`src/rtl/uir_consts.vh`:
```
`ifndef UIR_CONSTS_VH
`define UIR_CONSTS_VH
// register indices on the plain register port
`define UIR_ADDR_MODE 4'h0
`define UIR_ADDR_STAT 4'h1
`define UIR_ADDR_TXD 4'h2
`define UIR_ADDR_RXD 4'h3
`define UIR_ADDR_BRG 4'h4
// serial_mode_register fields
`define UIR_M_EN 15
`define UIR_M_INFRARED_CODEC_ENABLE 12
`define UIR_M_PIN_HI 9
`define UIR_M_PIN_LO 8
`define UIR_M_HIGH_SPEED_BAUD_SELECT 3
`define UIR_M_PDS_HI 2
`define UIR_M_PDS_LO 1
`define UIR_M_STOP_BIT_COUNT_SELECT 0
`define UIR_PIN_IR 2'h3
`define UIR_PDS_ODD 2'h2
// serial_status_register fields
`define UIR_S_BRK 11
`define UIR_S_TXQ_FULL 9
`define UIR_S_TRANSMIT_SHIFT_EMPTY 8
`define UIR_S_PERR 3
`define UIR_S_FERR 2
`define UIR_S_OERR 1
`define UIR_S_RXAV 0
// reset values
`define UIR_MODE_RST 16'h0000
`define UIR_BRG_RST 16'h0000
// oversampling: last phase index and mid-bit sample phase
`define UIR_OS16_LAST 4'hF
`define UIR_OS4_LAST 4'h3
`define UIR_OS16_MID 4'h7
`define UIR_OS4_MID 4'h1
// infrared pulse width in oversample phases, last phase index
`define UIR_IR16_LAST 4'h2
`define UIR_IR4_LAST 4'h0
// frame length without parity and second stop
`define UIR_FRAME_BASE 4'hA
`define UIR_TXQ_DEPTH 16
`define UIR_TXQ_AW 4
`define UIR_TXQ_W 9
`endif

```
`src/rtl/uir_fifo.v`:
```
`timescale 1ns/1ps
module uir_fifo #(
   parameter W = 9,
   parameter D = 16,
   parameter AW = 4
) (
   input wire i_clk,
   input wire i_rst,
   input wire i_valid,
   input wire [W-1:0] i_data,
   output wire o_ready,
   output wire o_valid,
   output wire [W-1:0] o_data,
   input wire i_ready
);
   reg [W-1:0] mem_q [0:D-1];
   reg [AW-1:0] wp_q;
   reg [AW-1:0] rp_q;
   reg [AW:0] cnt_q;
   localparam [AW:0] FULL_CNT = D;
   wire push = i_valid && o_ready;
   wire pop = o_valid && i_ready;
   assign o_ready = (cnt_q != FULL_CNT);
   assign o_valid = (cnt_q != {(AW+1){1'b0}});
   assign o_data = mem_q[rp_q];
   always @(posedge i_clk) begin
      if (push) begin
         mem_q[wp_q] <= i_data;
      end
   end
   always @(posedge i_clk) begin
      if (i_rst) begin
         wp_q <= {AW{1'b0}};
         rp_q <= {AW{1'b0}};
         cnt_q <= {(AW+1){1'b0}};
      end else begin
         if (push) begin
            wp_q <= wp_q + 1'b1;
         end
         if (pop) begin
            rp_q <= rp_q + 1'b1;
         end
         if (push && !pop) begin
            cnt_q <= cnt_q + 1'b1;
         end else if (pop && !push) begin
            cnt_q <= cnt_q - 1'b1;
         end
      end
   end
endmodule

```
`src/rtl/uir_top.v`:
```
`timescale 1ns/1ps
`include "uir_consts.vh"
// Overview of operation
// - with 4x rate and two stops, framing checks the second stop bit.
// - high_speed_baud_select clear gives 16x oversampling, set gives 4x.
// - mode bits 9:8 equal to 11 select the infrared pin configuration.
// - infrared configuration drives a baud clock at the oversampling rate, 16x or 4x, on the baud clock pin.
// - every break request, even back to back, sends a break, never dummy data.
// - a break followed by an ordinary character sends both correctly.
// - data_parity_select 0x selects 8-bit data, usable with the infrared codec.
// - infrared encoder sends every byte unchanged, 80h stays 80h.
// - error interrupt fires for each erroneous byte at its completion.
// - parity and framing flags reflect each received byte's own error state; overrun stays set until cleared.
// - transmit_shift_empty sets only after the last stop bit has left.
module uir_top (
   input wire I_CLK,
   input wire I_SYS_RST,
   input wire [3:0] I_ADDR,
   input wire [15:0] I_WDATA,
   input wire I_WR,
   input wire I_RD,
   output reg [15:0] O_RDATA,
   input wire I_RX,
   output reg O_TX,
   output reg O_BAUD_CLK,
   output reg O_ERR_IRQ,
   output reg O_TXQ_FULL
);
   reg [15:0] mode_q;
   reg [15:0] brg_q;
   reg [15:0] bcnt_q;
   reg brk_req_q;
   reg transmit_shift_empty_q;
   reg tx_busy_q;
   reg [11:0] tx_sh_q;
   reg [3:0] tx_left_q;
   reg [3:0] tx_os_q;
   reg [3:0] ir_hold_q;
   reg rx_line_q;
   reg rx_busy_q;
   reg [3:0] rx_os_q;
   reg [3:0] rx_cnt_q;
   reg [11:0] rx_fr_q;
   reg [7:0] rx_data_q;
   reg rx_avail_q;
   reg perr_q;
   reg ferr_q;
   reg oerr_q;

   wire en = mode_q[`UIR_M_EN];
   wire ir_en = mode_q[`UIR_M_INFRARED_CODEC_ENABLE];
   wire ir_cfg = (mode_q[`UIR_M_PIN_HI:`UIR_M_PIN_LO] == `UIR_PIN_IR);
   wire hs = mode_q[`UIR_M_HIGH_SPEED_BAUD_SELECT];
   wire two_stop = mode_q[`UIR_M_STOP_BIT_COUNT_SELECT];
   wire [1:0] pds = mode_q[`UIR_M_PDS_HI:`UIR_M_PDS_LO];
   // 0x is 8-bit (00 none, 01 even); 10 odd; 11 (9-bit) runs as 8-bit no parity
   wire has_par = pds[1] ^ pds[0];
   wire odd_par = (pds == `UIR_PDS_ODD);
   wire [3:0] os_last = hs ? `UIR_OS4_LAST : `UIR_OS16_LAST;
   wire [3:0] os_mid = hs ? `UIR_OS4_MID : `UIR_OS16_MID;
   wire [3:0] ir_last = hs ? `UIR_IR4_LAST : `UIR_IR16_LAST;
   wire [3:0] nbits = `UIR_FRAME_BASE + {3'h0, has_par} + {3'h0, two_stop};

   wire wr_mode = I_WR && (I_ADDR == `UIR_ADDR_MODE);
   wire wr_stat = I_WR && (I_ADDR == `UIR_ADDR_STAT);
   wire wr_txd = I_WR && (I_ADDR == `UIR_ADDR_TXD);
   wire wr_brg = I_WR && (I_ADDR == `UIR_ADDR_BRG);
   wire rd_rxd = I_RD && (I_ADDR == `UIR_ADDR_RXD);

   // baud tick at the oversampling rate
   wire tick = en && (bcnt_q == brg_q);
   wire half = en && (bcnt_q == {1'b0, brg_q[15:1]});

   always @(posedge I_CLK) begin
      if (I_SYS_RST || !en || tick) begin
         bcnt_q <= 16'h0000;
      end else begin
         bcnt_q <= bcnt_q + 16'h0001;
      end
   end

   // two toggles per oversample tick: one clock period per tick, 16x baud at 16x;
   // runs in idle and receive too, so no external clock source is needed there
   // a divisor of zero merges both toggle points and halves this clock; use one or more
   always @(posedge I_CLK) begin
      if (I_SYS_RST || !ir_cfg) begin
         O_BAUD_CLK <= 1'b0;
      end else if (tick || half) begin
         O_BAUD_CLK <= ~O_BAUD_CLK;
      end
   end

   // transmit queue; bit 8 marks a break request riding with its dummy byte
   wire txq_in_rdy;
   wire txq_valid;
   wire [8:0] txq_data;
   wire tx_last = tx_busy_q && tick && (tx_os_q == os_last) && (tx_left_q == 4'h1);
   wire txq_take = en && (!tx_busy_q || tx_last);
   wire txq_push = wr_txd && txq_in_rdy;

   uir_fifo #(
      .W(`UIR_TXQ_W),
      .D(`UIR_TXQ_DEPTH),
      .AW(`UIR_TXQ_AW)
   ) u_txq (
      .i_clk(I_CLK),
      .i_rst(I_SYS_RST),
      .i_valid(wr_txd),
      .i_data({brk_req_q, I_WDATA[7:0]}),
      .o_ready(txq_in_rdy),
      .o_valid(txq_valid),
      .o_data(txq_data),
      .i_ready(txq_take)
   );

   wire [7:0] td = txq_data[7:0];
   wire tpar = odd_par ? ~^td : ^td;
   reg [11:0] tx_frame;
   always @* begin
      if (txq_data[8]) begin
         // parity and stop positions go low too, so a break spans the whole frame
         tx_frame = 12'h000;
      end else if (has_par) begin
         tx_frame = {2'h3, tpar, td, 1'b0};
      end else begin
         tx_frame = {3'h7, td, 1'b0};
      end
   end

   always @(posedge I_CLK) begin
      if (I_SYS_RST) begin
         tx_busy_q <= 1'b0;
         tx_sh_q <= 12'hFFF;
         tx_left_q <= 4'h0;
         tx_os_q <= 4'h0;
      end else if (!tx_busy_q) begin
         tx_os_q <= 4'h0;
         if (txq_take && txq_valid) begin
            // every queued word is a fresh frame, so breaks never repeat old data
            tx_busy_q <= 1'b1;
            tx_sh_q <= tx_frame;
            tx_left_q <= nbits;
         end
      end else if (tick) begin
         if (tx_os_q == os_last) begin
            tx_os_q <= 4'h0;
            if (tx_last && txq_valid) begin
               // chain the next queued frame so back-to-back frames leave no idle gap
               tx_sh_q <= tx_frame;
               tx_left_q <= nbits;
            end else begin
               tx_sh_q <= {1'b1, tx_sh_q[11:1]};
               tx_left_q <= tx_left_q - 4'h1;
               if (tx_left_q == 4'h1) begin
                  tx_busy_q <= 1'b0;
               end
            end
         end else begin
            tx_os_q <= tx_os_q + 4'h1;
         end
      end
   end

   // shift empty only once the final stop period has fully elapsed
   always @(posedge I_CLK) begin
      if (I_SYS_RST) begin
         transmit_shift_empty_q <= 1'b1;
      end else begin
         transmit_shift_empty_q <= !tx_busy_q && !txq_valid && !txq_push;
      end
   end

   // infrared encoder: a short high pulse per zero bit; data path is not touched
   always @(posedge I_CLK) begin
      if (I_SYS_RST) begin
         O_TX <= 1'b1;
      end else if (ir_en) begin
         O_TX <= tx_busy_q && !tx_sh_q[0] && (tx_os_q <= ir_last);
      end else begin
         O_TX <= !tx_busy_q || tx_sh_q[0];
      end
   end

   always @(posedge I_CLK) begin
      if (I_SYS_RST) begin
         O_TXQ_FULL <= 1'b0;
      end else begin
         O_TXQ_FULL <= !txq_in_rdy;
      end
   end

   // infrared decoder: a pulse reads as zero for the rest of that bit time
   always @(posedge I_CLK) begin
      if (I_SYS_RST) begin
         ir_hold_q <= 4'h0;
      end else if (ir_en && I_RX) begin
         ir_hold_q <= os_last;
      end else if (tick && ir_hold_q != 4'h0) begin
         ir_hold_q <= ir_hold_q - 4'h1;
      end
   end

   always @(posedge I_CLK) begin
      if (I_SYS_RST) begin
         rx_line_q <= 1'b1;
      end else if (ir_en) begin
         rx_line_q <= !I_RX && (ir_hold_q == 4'h0);
      end else begin
         rx_line_q <= I_RX;
      end
   end

   wire rx_samp = rx_busy_q && tick && (rx_os_q == os_mid);
   wire rx_done = rx_samp && (rx_cnt_q == nbits - 4'h1);
   wire [7:0] rd8 = rx_fr_q[8:1];
   wire rpar_bad = has_par && (rx_fr_q[9] != (odd_par ? ~^rd8 : ^rd8));
   // the last sampled bit is the second stop when two are configured
   wire fr_bad = !rx_line_q;
   wire ov_now = rx_avail_q && !rd_rxd;

   always @(posedge I_CLK) begin
      if (I_SYS_RST) begin
         rx_busy_q <= 1'b0;
         rx_os_q <= 4'h0;
         rx_cnt_q <= 4'h0;
         rx_fr_q <= 12'h000;
      end else if (!en) begin
         // disabling mid-frame abandons the byte instead of freezing the receiver
         rx_busy_q <= 1'b0;
      end else if (!rx_busy_q) begin
         rx_os_q <= 4'h0;
         rx_cnt_q <= 4'h0;
         if (en && !rx_line_q) begin
            rx_busy_q <= 1'b1;
            rx_fr_q <= 12'h000;
         end
      end else if (tick) begin
         rx_os_q <= (rx_os_q == os_last) ? 4'h0 : rx_os_q + 4'h1;
         if (rx_samp) begin
            rx_fr_q[rx_cnt_q] <= rx_line_q;
            rx_cnt_q <= rx_cnt_q + 4'h1;
            // a start bit gone high at mid-bit was a glitch
            if (rx_done || (rx_cnt_q == 4'h0 && rx_line_q)) begin
               rx_busy_q <= 1'b0;
            end
         end
      end
   end

   // per-byte flags: parity and framing follow every completed byte
   always @(posedge I_CLK) begin
      if (I_SYS_RST) begin
         rx_data_q <= 8'h00;
         rx_avail_q <= 1'b0;
         perr_q <= 1'b0;
         ferr_q <= 1'b0;
         oerr_q <= 1'b0;
         O_ERR_IRQ <= 1'b0;
      end else begin
         O_ERR_IRQ <= rx_done && (rpar_bad || fr_bad || ov_now);
         if (rx_done) begin
            perr_q <= rpar_bad;
            ferr_q <= fr_bad;
         end
         // on overrun the unread byte is kept; the newcomer only updates the flags
         if (rx_done && !ov_now) begin
            rx_data_q <= rd8;
         end
         if (rx_done) begin
            rx_avail_q <= 1'b1;
         end else if (rd_rxd) begin
            rx_avail_q <= 1'b0;
         end
         // a new overrun beats a software clear in the same cycle
         if (rx_done && ov_now) begin
            oerr_q <= 1'b1;
         end else if (wr_stat && !I_WDATA[`UIR_S_OERR]) begin
            oerr_q <= 1'b0;
         end
      end
   end

   always @(posedge I_CLK) begin
      if (I_SYS_RST) begin
         mode_q <= `UIR_MODE_RST;
         brg_q <= `UIR_BRG_RST;
         brk_req_q <= 1'b0;
      end else begin
         if (wr_mode) begin
            mode_q <= I_WDATA;
         end
         if (wr_brg) begin
            brg_q <= I_WDATA;
         end
         // request stands until the next data write carries it as a break
         if (wr_stat && I_WDATA[`UIR_S_BRK]) begin
            brk_req_q <= 1'b1;
         end else if (txq_push) begin
            brk_req_q <= 1'b0;
         end
      end
   end

   reg [15:0] stat_w;
   always @* begin
      stat_w = 16'h0000;
      stat_w[`UIR_S_BRK] = brk_req_q;
      stat_w[`UIR_S_TXQ_FULL] = !txq_in_rdy;
      stat_w[`UIR_S_TRANSMIT_SHIFT_EMPTY] = transmit_shift_empty_q;
      stat_w[`UIR_S_PERR] = perr_q;
      stat_w[`UIR_S_FERR] = ferr_q;
      stat_w[`UIR_S_OERR] = oerr_q;
      stat_w[`UIR_S_RXAV] = rx_avail_q;
   end

   always @(posedge I_CLK) begin
      if (I_SYS_RST || !I_RD) begin
         O_RDATA <= 16'h0000;
      end else begin
         case (I_ADDR)
            `UIR_ADDR_MODE: begin
               O_RDATA <= mode_q;
            end
            `UIR_ADDR_STAT: begin
               O_RDATA <= stat_w;
            end
            `UIR_ADDR_RXD: begin
               O_RDATA <= {8'h00, rx_data_q};
            end
            `UIR_ADDR_BRG: begin
               O_RDATA <= brg_q;
            end
            default: begin
               O_RDATA <= 16'h0000;
            end
         endcase
      end
   end
endmodule

```
`config.mk`:
```
export PLATFORM = sky130hd
export DESIGN_NAME = uir_top
export DESIGN_NICKNAME = d
export VERILOG_FILES = /design/src/rtl/uir_fifo.v /design/src/rtl/uir_top.v
export VERILOG_INCLUDE_DIRS = /design/src /design/src/rtl
export SDC_FILE = /design/constraint.sdc
export NUM_CORES = 1
export LEC_CHECK = 0
export ABC_AREA = 1
export BUFFER_PORTS_ARGS = -buffer_cell sky130_fd_sc_hd__buf_2
export CAP_MARGIN = 20
export CELL_PAD_IN_SITES_DETAIL_PLACEMENT = 0
export CELL_PAD_IN_SITES_GLOBAL_PLACEMENT = 1
export CORE_MARGIN = 2
export CORE_UTILIZATION = 30
export DETAILED_ROUTE_END_ITERATION = 7
export GPL_TIMING_DRIVEN = 1
export HOLD_SLACK_MARGIN = 0.06
export PLACE_DENSITY_LB_ADDON = 0.1
export SLEW_MARGIN = 20
export SYNTH_ARGS = -nofsm -noshare
export SYNTH_HDL_FRONTEND = slang
export SYNTH_SLANG_ARGS = --single-unit
```
`constraint.sdc`:
```
create_clock -name I_CLK -period 5.9 [get_ports I_CLK]
set_input_delay 0.59 -clock I_CLK [delete_from_list [all_inputs] [get_ports I_CLK]]
set_output_delay 0.59 -clock I_CLK [all_outputs]
set_load 0.01 [all_outputs]
```
# ---- Word-level counts from Yosys, hierarchy flattened
# Memories as Yosys holds them, arrays and structs flattened. A register that Yosys moved wholly into a read port is not among the register bits.
# Index checks and enable logic that the tools add are counted.
dict set report op_classes {
  add_sub_neg 13
  order_cmp 3
  eq_ne 19
  mux 59
  n_bitwise 4
  n_reduce_logical 82
}
# operator n
set op_table {}
lappend op_table {{12-bit two-way mux} 10}
lappend op_table {{4-bit two-way mux} 17}
lappend op_table {{16-bit one-hot mux with 4 select lines} 1}
lappend op_table {{1-bit logical AND} 36}
lappend op_table {{1-bit two-way mux} 24}
lappend op_table {{4-bit by 1-bit adder with 4-bit output (second input constant)} 5}
lappend op_table {{16-bit by 1-bit adder with 16-bit output (second input constant)} 1}
lappend op_table {{16-bit by 15-bit == test with 1-bit output} 1}
lappend op_table {{16-bit == test} 1}
lappend op_table {{8-bit XNOR reduction} 2}
lappend op_table {{8-bit parity} 2}
lappend op_table {{1-bit zero test} 14}
lappend op_table {{2-bit nonzero test} 7}
lappend op_table {{12-bit bitwise mux} 1}
lappend op_table {{4-bit == test} 3}
lappend op_table {{4-bit zero test} 3}
lappend op_table {{4-bit by 1-bit subtractor with 4-bit output (second input constant)} 3}
lappend op_table {{1-bit logical OR} 10}
lappend op_table {{10-bit two-way mux} 1}
lappend op_table {{5-bit two-way mux} 2}
lappend op_table {{4-bit by 1-bit == test with 1-bit output (second input constant)} 2}
lappend op_table {{4-bit by 2-bit == test with 1-bit output (second input constant)} 2}
lappend op_table {{2-bit by 1-bit != test with 1-bit output (second input constant)} 4}
lappend op_table {{3-bit AND reduction} 2}
lappend op_table {{22 further kinds} 26}
dict set report totals {
  register_bits 142
  ramBits 144
  output_inout_bits 20
  wordCells 209
  memories 1
}
# name depth width rd rd_clocked_by_memory_dff write_ports line_no
set memory_table {}
lappend memory_table {u_txq.mem_q 16 9 1 1 1 uir_fifo.v:16} ;# reg [W-1:0] mem_q [0:D-1];

# ---- Depth between registers and ports, before layout
# Gate-level depths: netlist of the first run.
dict set report logic_depth {
  depth_word 11
  mapped_depth 22
  depth_no_buf 22
}

# ---- Hierarchy
# From an unflattened synthesis of the first run, not the netlist that was laid out.
dict set report unflattened {
  hier_cells 1715
  area_unflattened_um2 13809.5
}
# mod instances cells_per_inst area_per_inst_um2 seq_area_each_um2
set modules_own_cells {}
lappend modules_own_cells {uir_fifo 1 718 7169.4 4664.5}
lappend modules_own_cells {uir_top 1 997 6640.1 2522.4}

# ---- Least setup slack after synthesis of the first run
# Ideal clock, no wire load.
dict set report synth_path {
  path_type {reg-to-reg}
  from {reg bcnt_q[1]}
  to {reg u_txq.cnt_q[4]}
  setup_time_ns 0.119
  t_arrival_ns 2.716
  path_slack_ns 3.065
  stages_incl_launch_ff 23
  n_path_buf 0
  synth_period_minus_slack_ns 2.835
  cell_sequence {dfxtp_1 > inv_1 > nand2_1 > o21ai_0 > nor2_1 > nand3_1 > nor3_2 > nand2_2 > nor2_2 > nand2_1 > o21ai_2 > nand2_2 > ha_1 > inv_1 > ha_1 > nand2_1 > nor2_1 > a211oi_1 > nand2_1 > nand2_1 > nor2_1 > o21ai_0 > a21oi_1}
}
dict set report synth_between {
  elab_chain_cells 11
}
# item line_no
set synth_lines {}
lappend synth_lines {{from (decl)} uir_top.v:31} ;# reg [15:0] bcnt_q;
lappend synth_lines {{from (signal assigned)} uir_top.v:78} ;# bcnt_q <= bcnt_q + 16'h0001;
lappend synth_lines {{16-bit == test (*)} uir_top.v:71} ;# wire tick = en && (bcnt_q == brg_q);
lappend synth_lines {{1-bit logical AND (*)} uir_top.v:71}
lappend synth_lines {{1-bit logical AND (*) (3 in series)} uir_top.v:97} ;# wire tx_last = tx_busy_q && tick && (tx_os_q == os_last) && (tx_left_q == 4'h1);
lappend synth_lines {{1-bit logical OR (*)} uir_top.v:98} ;# wire txq_take = en && (!tx_busy_q || tx_last);
lappend synth_lines {{1-bit logical AND (*)} uir_top.v:98}
lappend synth_lines {{1-bit logical AND (*)} uir_fifo.v:22} ;# wire pop = o_valid && i_ready;
lappend synth_lines {{1-bit zero test} uir_fifo.v:43} ;# if (push && !pop) begin
lappend synth_lines {{1-bit logical AND} uir_fifo.v:43}
lappend synth_lines {{5-bit two-way mux / 2-bit nonzero test (equally long branches)} --}
lappend synth_lines {{to (signal assigned)} uir_fifo.v:35} ;# cnt_q <= {(AW+1){1'b0}};
lappend synth_lines {{to (signal assigned)} uir_fifo.v:44} ;# cnt_q <= cnt_q + 1'b1;
lappend synth_lines {{to (signal assigned)} uir_fifo.v:46} ;# cnt_q <= cnt_q - 1'b1;
lappend synth_lines {{to (decl)} uir_fifo.v:19} ;# reg [AW:0] cnt_q;
# Every way passes the cells marked *; elsewhere a longest branch is shown, timed or not.
# A chain may end at the register's enable or synchronous reset.

# ---- Worst setup path after layout of the first run
dict set report layout_path {
  from {reg bcnt_q[5]}
  to {reg u_txq.cnt_q[4]}
}
# Same word-level chain as after synthesis.

==> results.sh, run 1 <==
export IMPL_final_layout_size_suffix_gt1_frac=0.0838
export IMPL_crit_arrival_ns=3.93
export IMPL_slew_viol_final=0
export IMPL_syn_to_final_growth_pct=15.2
export IMPL_skew_ns=0.0304
export IMPL_synth_seq_cells=287
export IMPL_core_area_mm2=0.0432
export IMPL_postLayoutCoreUtil=0.351
export IMPL_rows=76
export IMPL_drt_initial_drc_count=567
export IMPL_grt_pass1_vias=10200
export IMPL_yosysWarnings=0
export IMPL_cts_tree="yes"
export IMPL_finalSetupTns_ns=0
export IMPL_synth_edff_count=144
export IMPL_pwr_share_seq=0.466
export IMPL_ys_types=53
export IMPL_place_hpwl_um=26700
export IMPL_cts_sink_count=287
export IMPL_wl_per_cell_um=18.0
export IMPL_track_usage=0.179
export IMPL_num_io_pins=45
export IMPL_syn_area_per_cell_um2=8.42
export IMPL_p_comb_frac=0.031
export IMPL_path_clk_slew_ns=0.06
export IMPL_clock_latency_ns=0.56
export IMPL_maxCapViolCount=0
export IMPL_hold_viol=0
export IMPL_cts_made_buffers=36
export IMPL_totalWireLength_um=39700
export IMPL_critPathCaptureType="flip-flop"
export IMPL_max_slew_margin_rel=0.342
export IMPL_vias_per_cell=4.66
export IMPL_peakVddDrop_v=0.000135
export IMPL_p_clk_frac=0.503
export IMPL_period_needed_ns=3.47
export IMPL_cts_resized_gates=0
export IMPL_fin_nets=1650
export IMPL_drt_pass1_iterations=5
export IMPL_post_cts_buffers=0
export IMPL_holdBufCountCts=0
export IMPL_final_antenna_net_count=0
export IMPL_power_internal_w=0.00352
export IMPL_cts_htree_levels=2
export IMPL_pwr_density_cell_mw_per_mm2=299
export IMPL_status="finished clean"
export IMPL_rsz0062_at_grt="false"
export IMPL_grt_pass1_wl_um=61700
export IMPL_hold_path_class="input pin to flip-flop"
export IMPL_p_sw_frac=0.221
export IMPL_synthesis_area_mm2=0.0131
export IMPL_leakage_nw=6.08
export IMPL_path_cells="inv_1, nand2_1, nand4_1, nor3_2, nand2_2, nor2_2, nand2_1, o21ai_2, nand2_2, ha_1, inv_1, ha_1, nand2_1, nor2_1, a211oi_1, nor2_1, nor2_1, o21ai_0, a21oi_1"
export IMPL_tightestPinTransition_ns=0.985
export IMPL_globalRouteOverflowTotal=0
export IMPL_io_buffers=44
export IMPL_crit_type="flip-flop to flip-flop"
export IMPL_antenna_found_initial=0
export IMPL_drc=0
export IMPL_finalSetupViolCount=0
export IMPL_post_route_period_util=0.588
export IMPL_vias=10300
export IMPL_worstPathMaxFanout=10
export IMPL_synth_nets=1612
export IMPL_start_util=0.305
export IMPL_cts_buffer_depth=3
export IMPL_grt_start_max_net_pins=72
export IMPL_slowest_delay_ns=0.46
export IMPL_synth_cells=1562
export IMPL_synth_seq_area_share=0.547
export IMPL_crit_slowest_cell="dfxtp_1"
export IMPL_synthArstFlopShare=0
export IMPL_fp_dieArea_mm2=0.0455
export IMPL_required_ns=6.36
export IMPL_start_kind="flip-flop"
export IMPL_cts_root_buf="clkbuf_16"
export IMPL_fmax_ghz=0.288
export IMPL_die_width_um=213
export IMPL_synthFlopType="edfxtp_1"
export IMPL_gp_congestion=0.834
export IMPL_fp_dieH_um=213
export IMPL_power_net_switching_w=0.000999
-- critical path, delay by kind of cell (launching register included) --
kind	cells	cell delay (ns)
AND/OR/NAND/NOR	11	1.44
AO/OA/AOI/OAI	4	0.64
adder cells (fa/ha/maj)	2	0.55
flip-flops	1	0.46
buffers and inverters	2	0.27
-- power by group through the flow --
stage / registers (W) / clock network, W / logic (W)
floorplan: 0.00215 / 0 / 0.0000773
global placement: 0.00215 / 0 / 0.000142
detailed placement: 0.00215 / 0 / 0.000141
CTS: 0.00211 / 0.00234 / 0.000142
global route: 0.00211 / 0.00240 / 0.000156
finish: 0.00211 / 0.00227 / 0.000138
-- registers in the layout (all words and copies together) (netlist names), 4 cells and up, named ones only --
| signal | cells |
|---|---|
| rx_cnt_q | 4 |
| u_txq.cnt_q | 5 |
| tx_left_q | 4 |
| rx_os_q | 4 |
| u_txq.wp_q | 4 |
| tx_os_q | 4 |
| u_txq.mem_q | 144 |
| rx_data_q | 8 |
| ir_hold_q | 4 |
| u_txq.rp_q | 4 |
| mode_q | 16 |
| bcnt_q | 16 |
| brg_q | 16 |
| O_RDATA | 16 |
| rx_fr_q | 9 |
| tx_sh_q | 12 |
-- cells in the final DEF (no fill, tap or decap), types with 5 or more instances in the layout --
| cell | count |
|---|---|
| a21oi_1 | 96 |
| buf_2 | 44 |
| buf_4 | 9 |
| bufinv_16 | 5 |
| clkbuf_16 | 38 |
| clkinv_1 | 8 |
| clkinv_2 | 7 |
| dfxtp_1 | 142 |
| edfxtp_1 | 144 |
| ha_1 | 24 |
| inv_1 | 205 |
| inv_2 | 7 |
| nand2_1 | 410 |
| nand2_2 | 5 |
| nand3_1 | 118 |
| nand4_1 | 5 |
| nor2_1 | 107 |
| nor2_2 | 5 |
| nor3_1 | 20 |
| o211ai_1 | 7 |
| o21ai_0 | 101 |
| o21ai_1 | 7 |
| o221ai_1 | 5 |
| o22ai_1 | 14 |
| xnor2_1 | 18 |
| xor2_1 | 14 |
-- cell families (layout without fill, tap and decap cells) --
family	Yosys count	count (layout)	synth area share
other cells	0	1	0
compound gates	256	256	0.108
flops	287	287	0.547
fa+ha+maj	25	25	0.0244
simple gates	691	691	0.220
buf+inv	271	331	0.0797
xor+xnor	32	32	0.0213
-- worst paths after layout --
| check | slack [ns] | start | cells past startpoint | endpoint |
|---|---|---|---|---|
| max reg2reg | 2.43 | bcnt_q[5] | 19 | u_txq.cnt_q[4] |
| max | 2.43 | bcnt_q[5] | 19 | u_txq.cnt_q[4] |
| min reg2reg | 0.45 | rx_data_q[1] | 2 | rx_data_q[1] |
| min | 0.30 | I_RX | 3 | rx_line_q |
-- metrics by stage --
| step | power (W) | setup WS [ns] | instance area, um^2 | hold WS (ns) | cells |
|---|---|---|---|---|---|
| after floorplan | 0.00223 | 3.06 | 13100 | 0.424 | 1562 |
| after global placement | 0.00229 | 2.34 | 13900 | 0.443 | 2147 |
| after detailed placement | 0.00229 | 2.41 | 13900 | 0.442 | 2147 |
| after CTS | 0.00459 | 2.38 | 15100 | 0.270 | 2207 |
| after global routing | 0.00467 | 2.02 | 15100 | 0.306 | 2207 |
| final | 0.00452 | 2.43 | 15100 | 0.297 | 2208 |
-- cells in the mapped netlist, types with 11 or more instances --
library cell	n	area, um^2
nand2_1	410	1540
inv_1	206	773
edfxtp_1	144	4320
dfxtp_1	143	2860
nand3_1	118	591
nor2_1	109	409
o21ai_0	101	505
a21oi_1	96	480
clkbuf_1	38	143
ha_1	24	300
nor3_1	20	100
xnor2_1	18	158
o22ai_1	14	87.6
xor2_1	14	123
buf_2	11	55.1
-- area by class of cell --
class,instances,area (um^2)
Antenna cell,1,2.50
Clock buffer,42,966
Clock inverter,18,228
Fill cell,4612,28000
Inverter,218,822
Multi-Input combinational cell,1004,4920
Sequential cell,287,7190
Tap cell,585,732
Timing Repair Buffer,53,288
-- routing by layer --
layer	GRT usage	routed length (um)
met4	0.0551	879
met2	0.296	18500
met1	0.241	19100
met3	0.0264	1250
met5	0	0
(Power assumes the default switching activity.)
==> run 2, diff against run 1 <==
==> constraint.sdc (replaced) <==
create_clock -name I_CLK -period 3.1 [get_ports I_CLK]
set_input_delay 0.31 -clock I_CLK [delete_from_list [all_inputs] [get_ports I_CLK]]
set_output_delay 0.31 -clock I_CLK [all_outputs]
set_load 0.01 [all_outputs]
==> run 2 against run 1 <==
  * Final area increased by 3.8%
  * Total power increased by 85%
  * Critical path depth unchanged
  * Non-clock buffer count increased by 63
  * Count of clock-buffer cells in the layout increased by 6
  * Critical endpoint unchanged
  * Highest routed layer unchanged
==> results.sh, run 2 (same netlist as run 1, synthesis figures left out) <==
export IMPL_slowest_delay_ns=0.40
export IMPL_hold_viol=0
export IMPL_rows=76
export IMPL_final_layout_size_suffix_gt1_frac=0.137
export IMPL_drt_initial_drc_count=541
export IMPL_skew_ns=0.0140
export IMPL_io_buffers=44
export IMPL_vias_per_cell=4.55
export IMPL_reg2reg_to="u_txq.cnt_q[4]"
export IMPL_cp_depth=19
export IMPL_critPathCaptureType="flip-flop"
export IMPL_crit_slowest_cell="dfxtp_1"
export IMPL_diodes=0
export IMPL_rrSetupSlack_ns=0.12
export IMPL_required_ns=3.57
export IMPL_largest_register="u_txq.mem_q"
export IMPL_period_needed_ns=2.98
export IMPL_leakage_nw=6.40
export IMPL_cts_made_buffers=36
export IMPL_finalHoldWorstSlack_ns=0.0954
export IMPL_start_util=0.305
export IMPL_die_width_um=213
export IMPL_rsz0062_at_grt="true"
export IMPL_grt_pass1_vias=10000
export IMPL_crit_path_frequent_cell="nand2_2"
export IMPL_cts_sink_count=287
export IMPL_status="finished clean"
export IMPL_antenna_found_initial=1
export IMPL_grt_pass1_wl_um=61000
export IMPL_place_hpwl_um=26500
export IMPL_placedCellCount=2198
export IMPL_drt_pass1_iterations=5
export IMPL_pwr_density_cell_mw_per_mm2=533
export IMPL_crit_type="flip-flop to flip-flop"
export IMPL_drc=0
export IMPL_finalSetupTns_ns=0
export IMPL_cp_buffers_inverters=2
export IMPL_crit_start="bcnt_q[15]"
export IMPL_fmax_ghz=0.336
export IMPL_path_delay_family="simple AND/OR/NAND/NOR gates"
export IMPL_cts_htree_levels=2
export IMPL_wl_per_cell_um=17.4
export IMPL_fillers=4521
export IMPL_path_cells="nor2_1, inv_1, nand3_1, nor3_2, nand2_2, nor2_4, nand2_2, o21ai_2, nand2_2, ha_4, buf_6, fa_2, nor2_2, a211oi_2, nand2_1, nand2_1, nor2_2, o21ai_1, a21oi_1"
export IMPL_totalWireLength_um=39500
export IMPL_globalRouteOverflowTotal=0
export IMPL_critPathCapture="u_txq.cnt_q[4]"
export IMPL_worstPathMaxFanout=4
export IMPL_fin_nets=1713
export IMPL_gp_congestion=0.863
export IMPL_maxCapViolCount=0
export IMPL_reg2reg_from="bcnt_q[15]"
export IMPL_hold_path_class="input pin to flip-flop"
export IMPL_grt_start_max_net_pins=74
export IMPL_cts_root_buf="clkbuf_16"
export IMPL_track_usage=0.178
export IMPL_clock_latency_ns=0.55
export IMPL_largest_register_ffs=144
export IMPL_fp_dieH_um=213
export IMPL_postLayoutCoreUtil=0.364
export IMPL_core_area_mm2=0.0432
export IMPL_peakVddDrop_v=0.000285
export IMPL_tightestPinTransition_ns=0.887
export IMPL_vias=10400
export IMPL_syn_to_final_growth_pct=19.6
export IMPL_path_clk_slew_ns=0.06
export IMPL_max_slew_margin_rel=0.407
export IMPL_cts_buffer_depth=3
export IMPL_finalSetupViolCount=0
export IMPL_layout_cells_most_common_list="nand2_1, inv_1, edfxtp_1"
export IMPL_layout_commonest_cell="nand2_1"
export IMPL_start_kind="flip-flop"
export IMPL_rr_worst_depth=19
export IMPL_crit_arrival_ns=3.45
export IMPL_post_route_period_util=0.960
export IMPL_cts_tree="yes"
export IMPL_num_io_pins=45
export IMPL_final_antenna_net_count=0
export IMPL_fp_dieArea_mm2=0.0455
export IMPL_slew_viol_final=0
export IMPL_stdcell_count=2274
-- run 2: cell count changes in the layout (fill, tap and decap cells not counted), sizes merged --
| cell | previous run | this run |
|---|---|---|
| buf | 53 | 111 |
| bufinv | 5 | 2 |
| clkbuf | 42 | 48 |
| clkinv | 17 | 16 |
| clkinvlp | 1 | 0 |
| diode | 1 | 0 |
| dlygate4sd3 | 0 | 5 |
| inv | 213 | 216 |
-- run 2: routing by layer --
metal	track usage	share of wire	up-vias
met5	0	0	-
met4	0.0584	0.026	0
met3	0.0258	0.036	59
met2	0.285	0.46	164
met1	0.248	0.48	4800
li1	-	-	5334
-- run 2: where the power goes --
| group | switching [W] | leakage (nW) | total (W) | internal [W] |
|---|---|---|---|---|
| Sequential | 0.0000152 | 2.46 | 0.00401 | 0.00399 |
| Clock | 0.00166 | 0.555 | 0.00408 | 0.00243 |
| Combinational | 0.000205 | 3.38 | 0.000295 | 0.0000898 |
| Total | 0.00188 | 6.40 | 0.00839 | 0.00651 |
-- run 2: repair_timing --
action | CTS | global route
endpoints found under the hold margin | 6 | 0
hold buffers | 5 | 0
buffers inserted | 0 | 7
resized for setup | 0 | 54
endpoints found under the setup margin | 0 | 2
-- run 2: layout make-up --
cell class                 instances  area [um^2]  area share
clock inverter                    16          133     0.00844
timing repair buffer             116          815      0.0518
multi-input combinational       1004         5010       0.319
inverter                         218          822      0.0523
tap                              585          732      0.0466
clock buffer                      48          997      0.0634
sequential                       287         7210       0.459
-- run 2: worst min-delay path, delay by kind of cell --
kind                   cells  cell delay [ns]
AO/OA/AOI/OAI              2             0.19
buffers and inverters      1             0.10
-- run 2: how the worst min path moves through the flow --
| stage | end | depth (start not counted) | start |
|---|---|---|---|
| 6_report | mode_q[9] | 3 | I_WDATA[9] |
| 5_1_grt | mode_q[8] | 3 | I_WDATA[8] |
| 3_5_place_dp | rx_data_q[3] | 2 | rx_data_q[3] |
| 2_1_floorplan | u_txq.mem_q[0][0] | 0 | I_WDATA[0] |
| 3_3_place_gp | rx_data_q[1] | 2 | rx_data_q[1] |
| 4_1_cts | mode_q[9] | 3 | I_WDATA[9] |
-- run 2: per-stage QoR --
step / area [um^2] / total power, W / setup slack (ns)
global route: 15700 / 0.00868 / -0.143
global placement: 14400 / 0.00438 / 0.103
detailed placement: 14400 / 0.00438 / 0.0578
finish: 15700 / 0.00839 / 0.125
floorplan: 13100 / 0.00424 / 0.265
CTS: 15500 / 0.00851 / 0.0396
==> run 3, diff against run 2 <==
--- a/config.mk
+++ b/config.mk
@@ -11,6 +11,7 @@
 export CAP_MARGIN = 20
 export CELL_PAD_IN_SITES_DETAIL_PLACEMENT = 0
 export CELL_PAD_IN_SITES_GLOBAL_PLACEMENT = 1
+export CORE_ASPECT_RATIO = 0.6
 export CORE_MARGIN = 2
 export CORE_UTILIZATION = 30
 export DETAILED_ROUTE_END_ITERATION = 7
==> run 3 against run 2 <==
  * Count of clock-buffer cells in the layout is 2 lower
  * Die area increased by 0.12%
  * Global-route usage rose by 0.73 points
  * Flip-flop and latch count did not move
  * Sequential share of layout area down 0.067 points
  * Final cell count rose by 0.31%
  * Fmax is 1.3% lower
  * Wire length up 6.7%
  * Sequential power is essentially flat
  * Critical endpoint unchanged
  * Utilization about the same
  * Register-to-register slack lost 0.04 ns
==> results.sh, run 3 (same netlist as run 1, synthesis figures left out) <==
export IMPL_vias=10600
export IMPL_post_route_period_util=0.972
export IMPL_grt_pass1_wl_um=64100
export IMPL_rr_worst_depth=19
export IMPL_rrSetupSlack_ns=0.09
export IMPL_status="finished clean"
export IMPL_layout_commonest_cell="nand2_1"
export IMPL_largest_register="u_txq.mem_q"
export IMPL_start_kind="flip-flop"
export IMPL_layout_cells_most_common_list="nand2_1, inv_1, edfxtp_1"
export IMPL_grt_start_max_net_pins=68
export IMPL_max_slew_margin_rel=0.514
export IMPL_diodes=0
export IMPL_period_needed_ns=3.01
export IMPL_cts_tree="yes"
export IMPL_globalRouteOverflowTotal=0
export IMPL_fmax_ghz=0.332
export IMPL_clock_latency_ns=0.60
export IMPL_grt_use_met1=0.324
export IMPL_num_io_pins=45
export IMPL_worstPathMaxFanout=4
export IMPL_required_ns=3.61
export IMPL_critPathCaptureType="flip-flop"
export IMPL_crit_type="flip-flop to flip-flop"
export IMPL_cts_htree_levels=1
export IMPL_met3_usage=0.0309
export IMPL_reg2reg_to="u_txq.cnt_q[4]"
export IMPL_fp_dieH_um=166
export IMPL_rows=59
export IMPL_start_util=0.304
export IMPL_die_width_um=274
export IMPL_tightestPinTransition_ns=0.728
export IMPL_core_area_mm2=0.0433
export IMPL_cts_sink_count=287
export IMPL_slew_viol_final=0
export IMPL_grt_pass1_vias=10000
export IMPL_skew_ns=0.0342
export IMPL_track_usage=0.185
export IMPL_cts_made_buffers=31
export IMPL_top_usage_layer="met1"
export IMPL_io_buffers=44
export IMPL_drt_initial_drc_count=871
export IMPL_vias_per_cell=4.65
export IMPL_totalWireLength_um=42100
export IMPL_syn_to_final_growth_pct=19.7
export IMPL_hp_start="I_WR"
export IMPL_maxCapViolCount=0
export IMPL_hold_viol=0
export IMPL_drc=0
export IMPL_rsz0062_at_grt="true"
export IMPL_placedCellCount=2210
export IMPL_peakVddDrop_v=0.000408
export IMPL_finalSetupViolCount=0
export IMPL_worst_hold_path_endpoint="mode_q[13]"
export IMPL_crit_arrival_ns=3.52
export IMPL_final_layout_size_suffix_gt1_frac=0.137
export IMPL_fin_nets=1727
export IMPL_drt_pass1_iterations=5
export IMPL_finalSetupTns_ns=0
export IMPL_pwr_density_cell_mw_per_mm2=514
export IMPL_reg2reg_from="bcnt_q[0]"
export IMPL_stdcell_count=2281
export IMPL_largest_register_ffs=144
export IMPL_fillers=4493
export IMPL_final_antenna_net_count=0
export IMPL_wl_per_cell_um=18.5
export IMPL_grtUsageMet2=0.231
export IMPL_hold_path_class="input pin to flip-flop"
export IMPL_leakage_nw=6.43
export IMPL_antenna_found_initial=1
export IMPL_fp_dieArea_mm2=0.0456
export IMPL_gp_congestion=0.902
export IMPL_place_hpwl_um=29400
export IMPL_hold_depth=3
export IMPL_cts_root_buf="clkbuf_16"
export IMPL_cts_buffer_depth=3
export IMPL_path_clk_slew_ns=0.07
run 3: cell count changes in the layout (fill, tap and decap cells not counted), moves of 4 or more:
cell / change
clkbuf_16: -6
inv_1: +5
nand2_1: +8
inv_2: -4
buf_4: +14
dlygate4sd3_1: +4
nand2_2: -8
dfxtp_2: +4
clkinv_1: -6
run 3: cell type report:
cell class              count  area, um^2  area share
clock inverters            12         126     0.00803
clock buffers              46         892      0.0567
repair buffers            135         980      0.0622
flip-flops and latches    287        7210       0.458
multi-input cells        1004        4990       0.317
inverters                 218         820      0.0521
well taps                 579         724      0.0460
run 3: how the worst max path moves through the flow:
stage | from | end | cells past startpoint
4_1_cts | bcnt_q[14] | u_txq.cnt_q[4] | 18
6_report | bcnt_q[0] | u_txq.cnt_q[4] | 19
5_1_grt | bcnt_q[9] | u_txq.cnt_q[4] | 21
3_3_place_gp | bcnt_q[4] | u_txq.cnt_q[4] | 22
3_5_place_dp | bcnt_q[4] | u_txq.cnt_q[4] | 22
2_1_floorplan | bcnt_q[1] | u_txq.cnt_q[4] | 22
run 3: power by group:
group | leakage [nW] | switching, W | internal (W)
Combinational | 3.47 | 0.000213 | 0.0000954
Sequential | 2.46 | 0.0000164 | 0.00399
Clock | 0.503 | 0.00162 | 0.00216
Total | 6.43 | 0.00185 | 0.00625
run 3: repair_timing:
action | in CTS | in global routing
gates resized for setup | 3 | 34
buffers inserted | 0 | 4
cloned | 0 | 0
pin swaps | 0 | 15
hold buffers | 9 | 0
endpoints found under the hold margin | 15 | 0
endpoints found under the setup margin | 1 | 3
run 3: critical path, stage by stage (launching register included):
cell and delay [ns]:
dfxtp_1 0.44, o21ai_0 0.13, nor2_1 0.14, nand3_2 0.10, nor3_2 0.19, nand2_2 0.15
nor2_4 0.16, nand2_2 0.07, o21ai_2 0.17, nand2_2 0.10, ha_4 0.17, buf_6 0.12
fa_2 0.38, nor2_2 0.11, a211oi_2 0.05, nand2_1 0.07, nand2_1 0.05, nor2_2 0.12
o21ai_1 0.08, a21oi_1 0.12
run 3: stage by stage:
stage | worst slack (ns) | cell area, um^2 | total power [W] | utilization | hold slack, ns
floorplan | 0.265 | 13100 | 0.00424 | - | 0.409
global placement | 0.0228 | 14500 | 0.00439 | 0.335 | 0.443
detailed placement | -0.00616 | 14500 | 0.00439 | 0.335 | 0.442
CTS | 0.0129 | 15600 | 0.00821 | 0.361 | 0.0852
global route | -0.105 | 15700 | 0.00841 | 0.364 | 0.114
finish | 0.0865 | 15700 | 0.00809 | 0.364 | 0.125
run 3: per-layer routing:
layer | part of all wire | vias up | routed length (um)
li1 | - | 5346 | -
met2 | 0.36 | 184 | 15300
met1 | 0.57 | 5045 | 24200
met3 | 0.051 | 29 | 2160
met5 | 0 | - | 0
met4 | 0.010 | 0 | 422
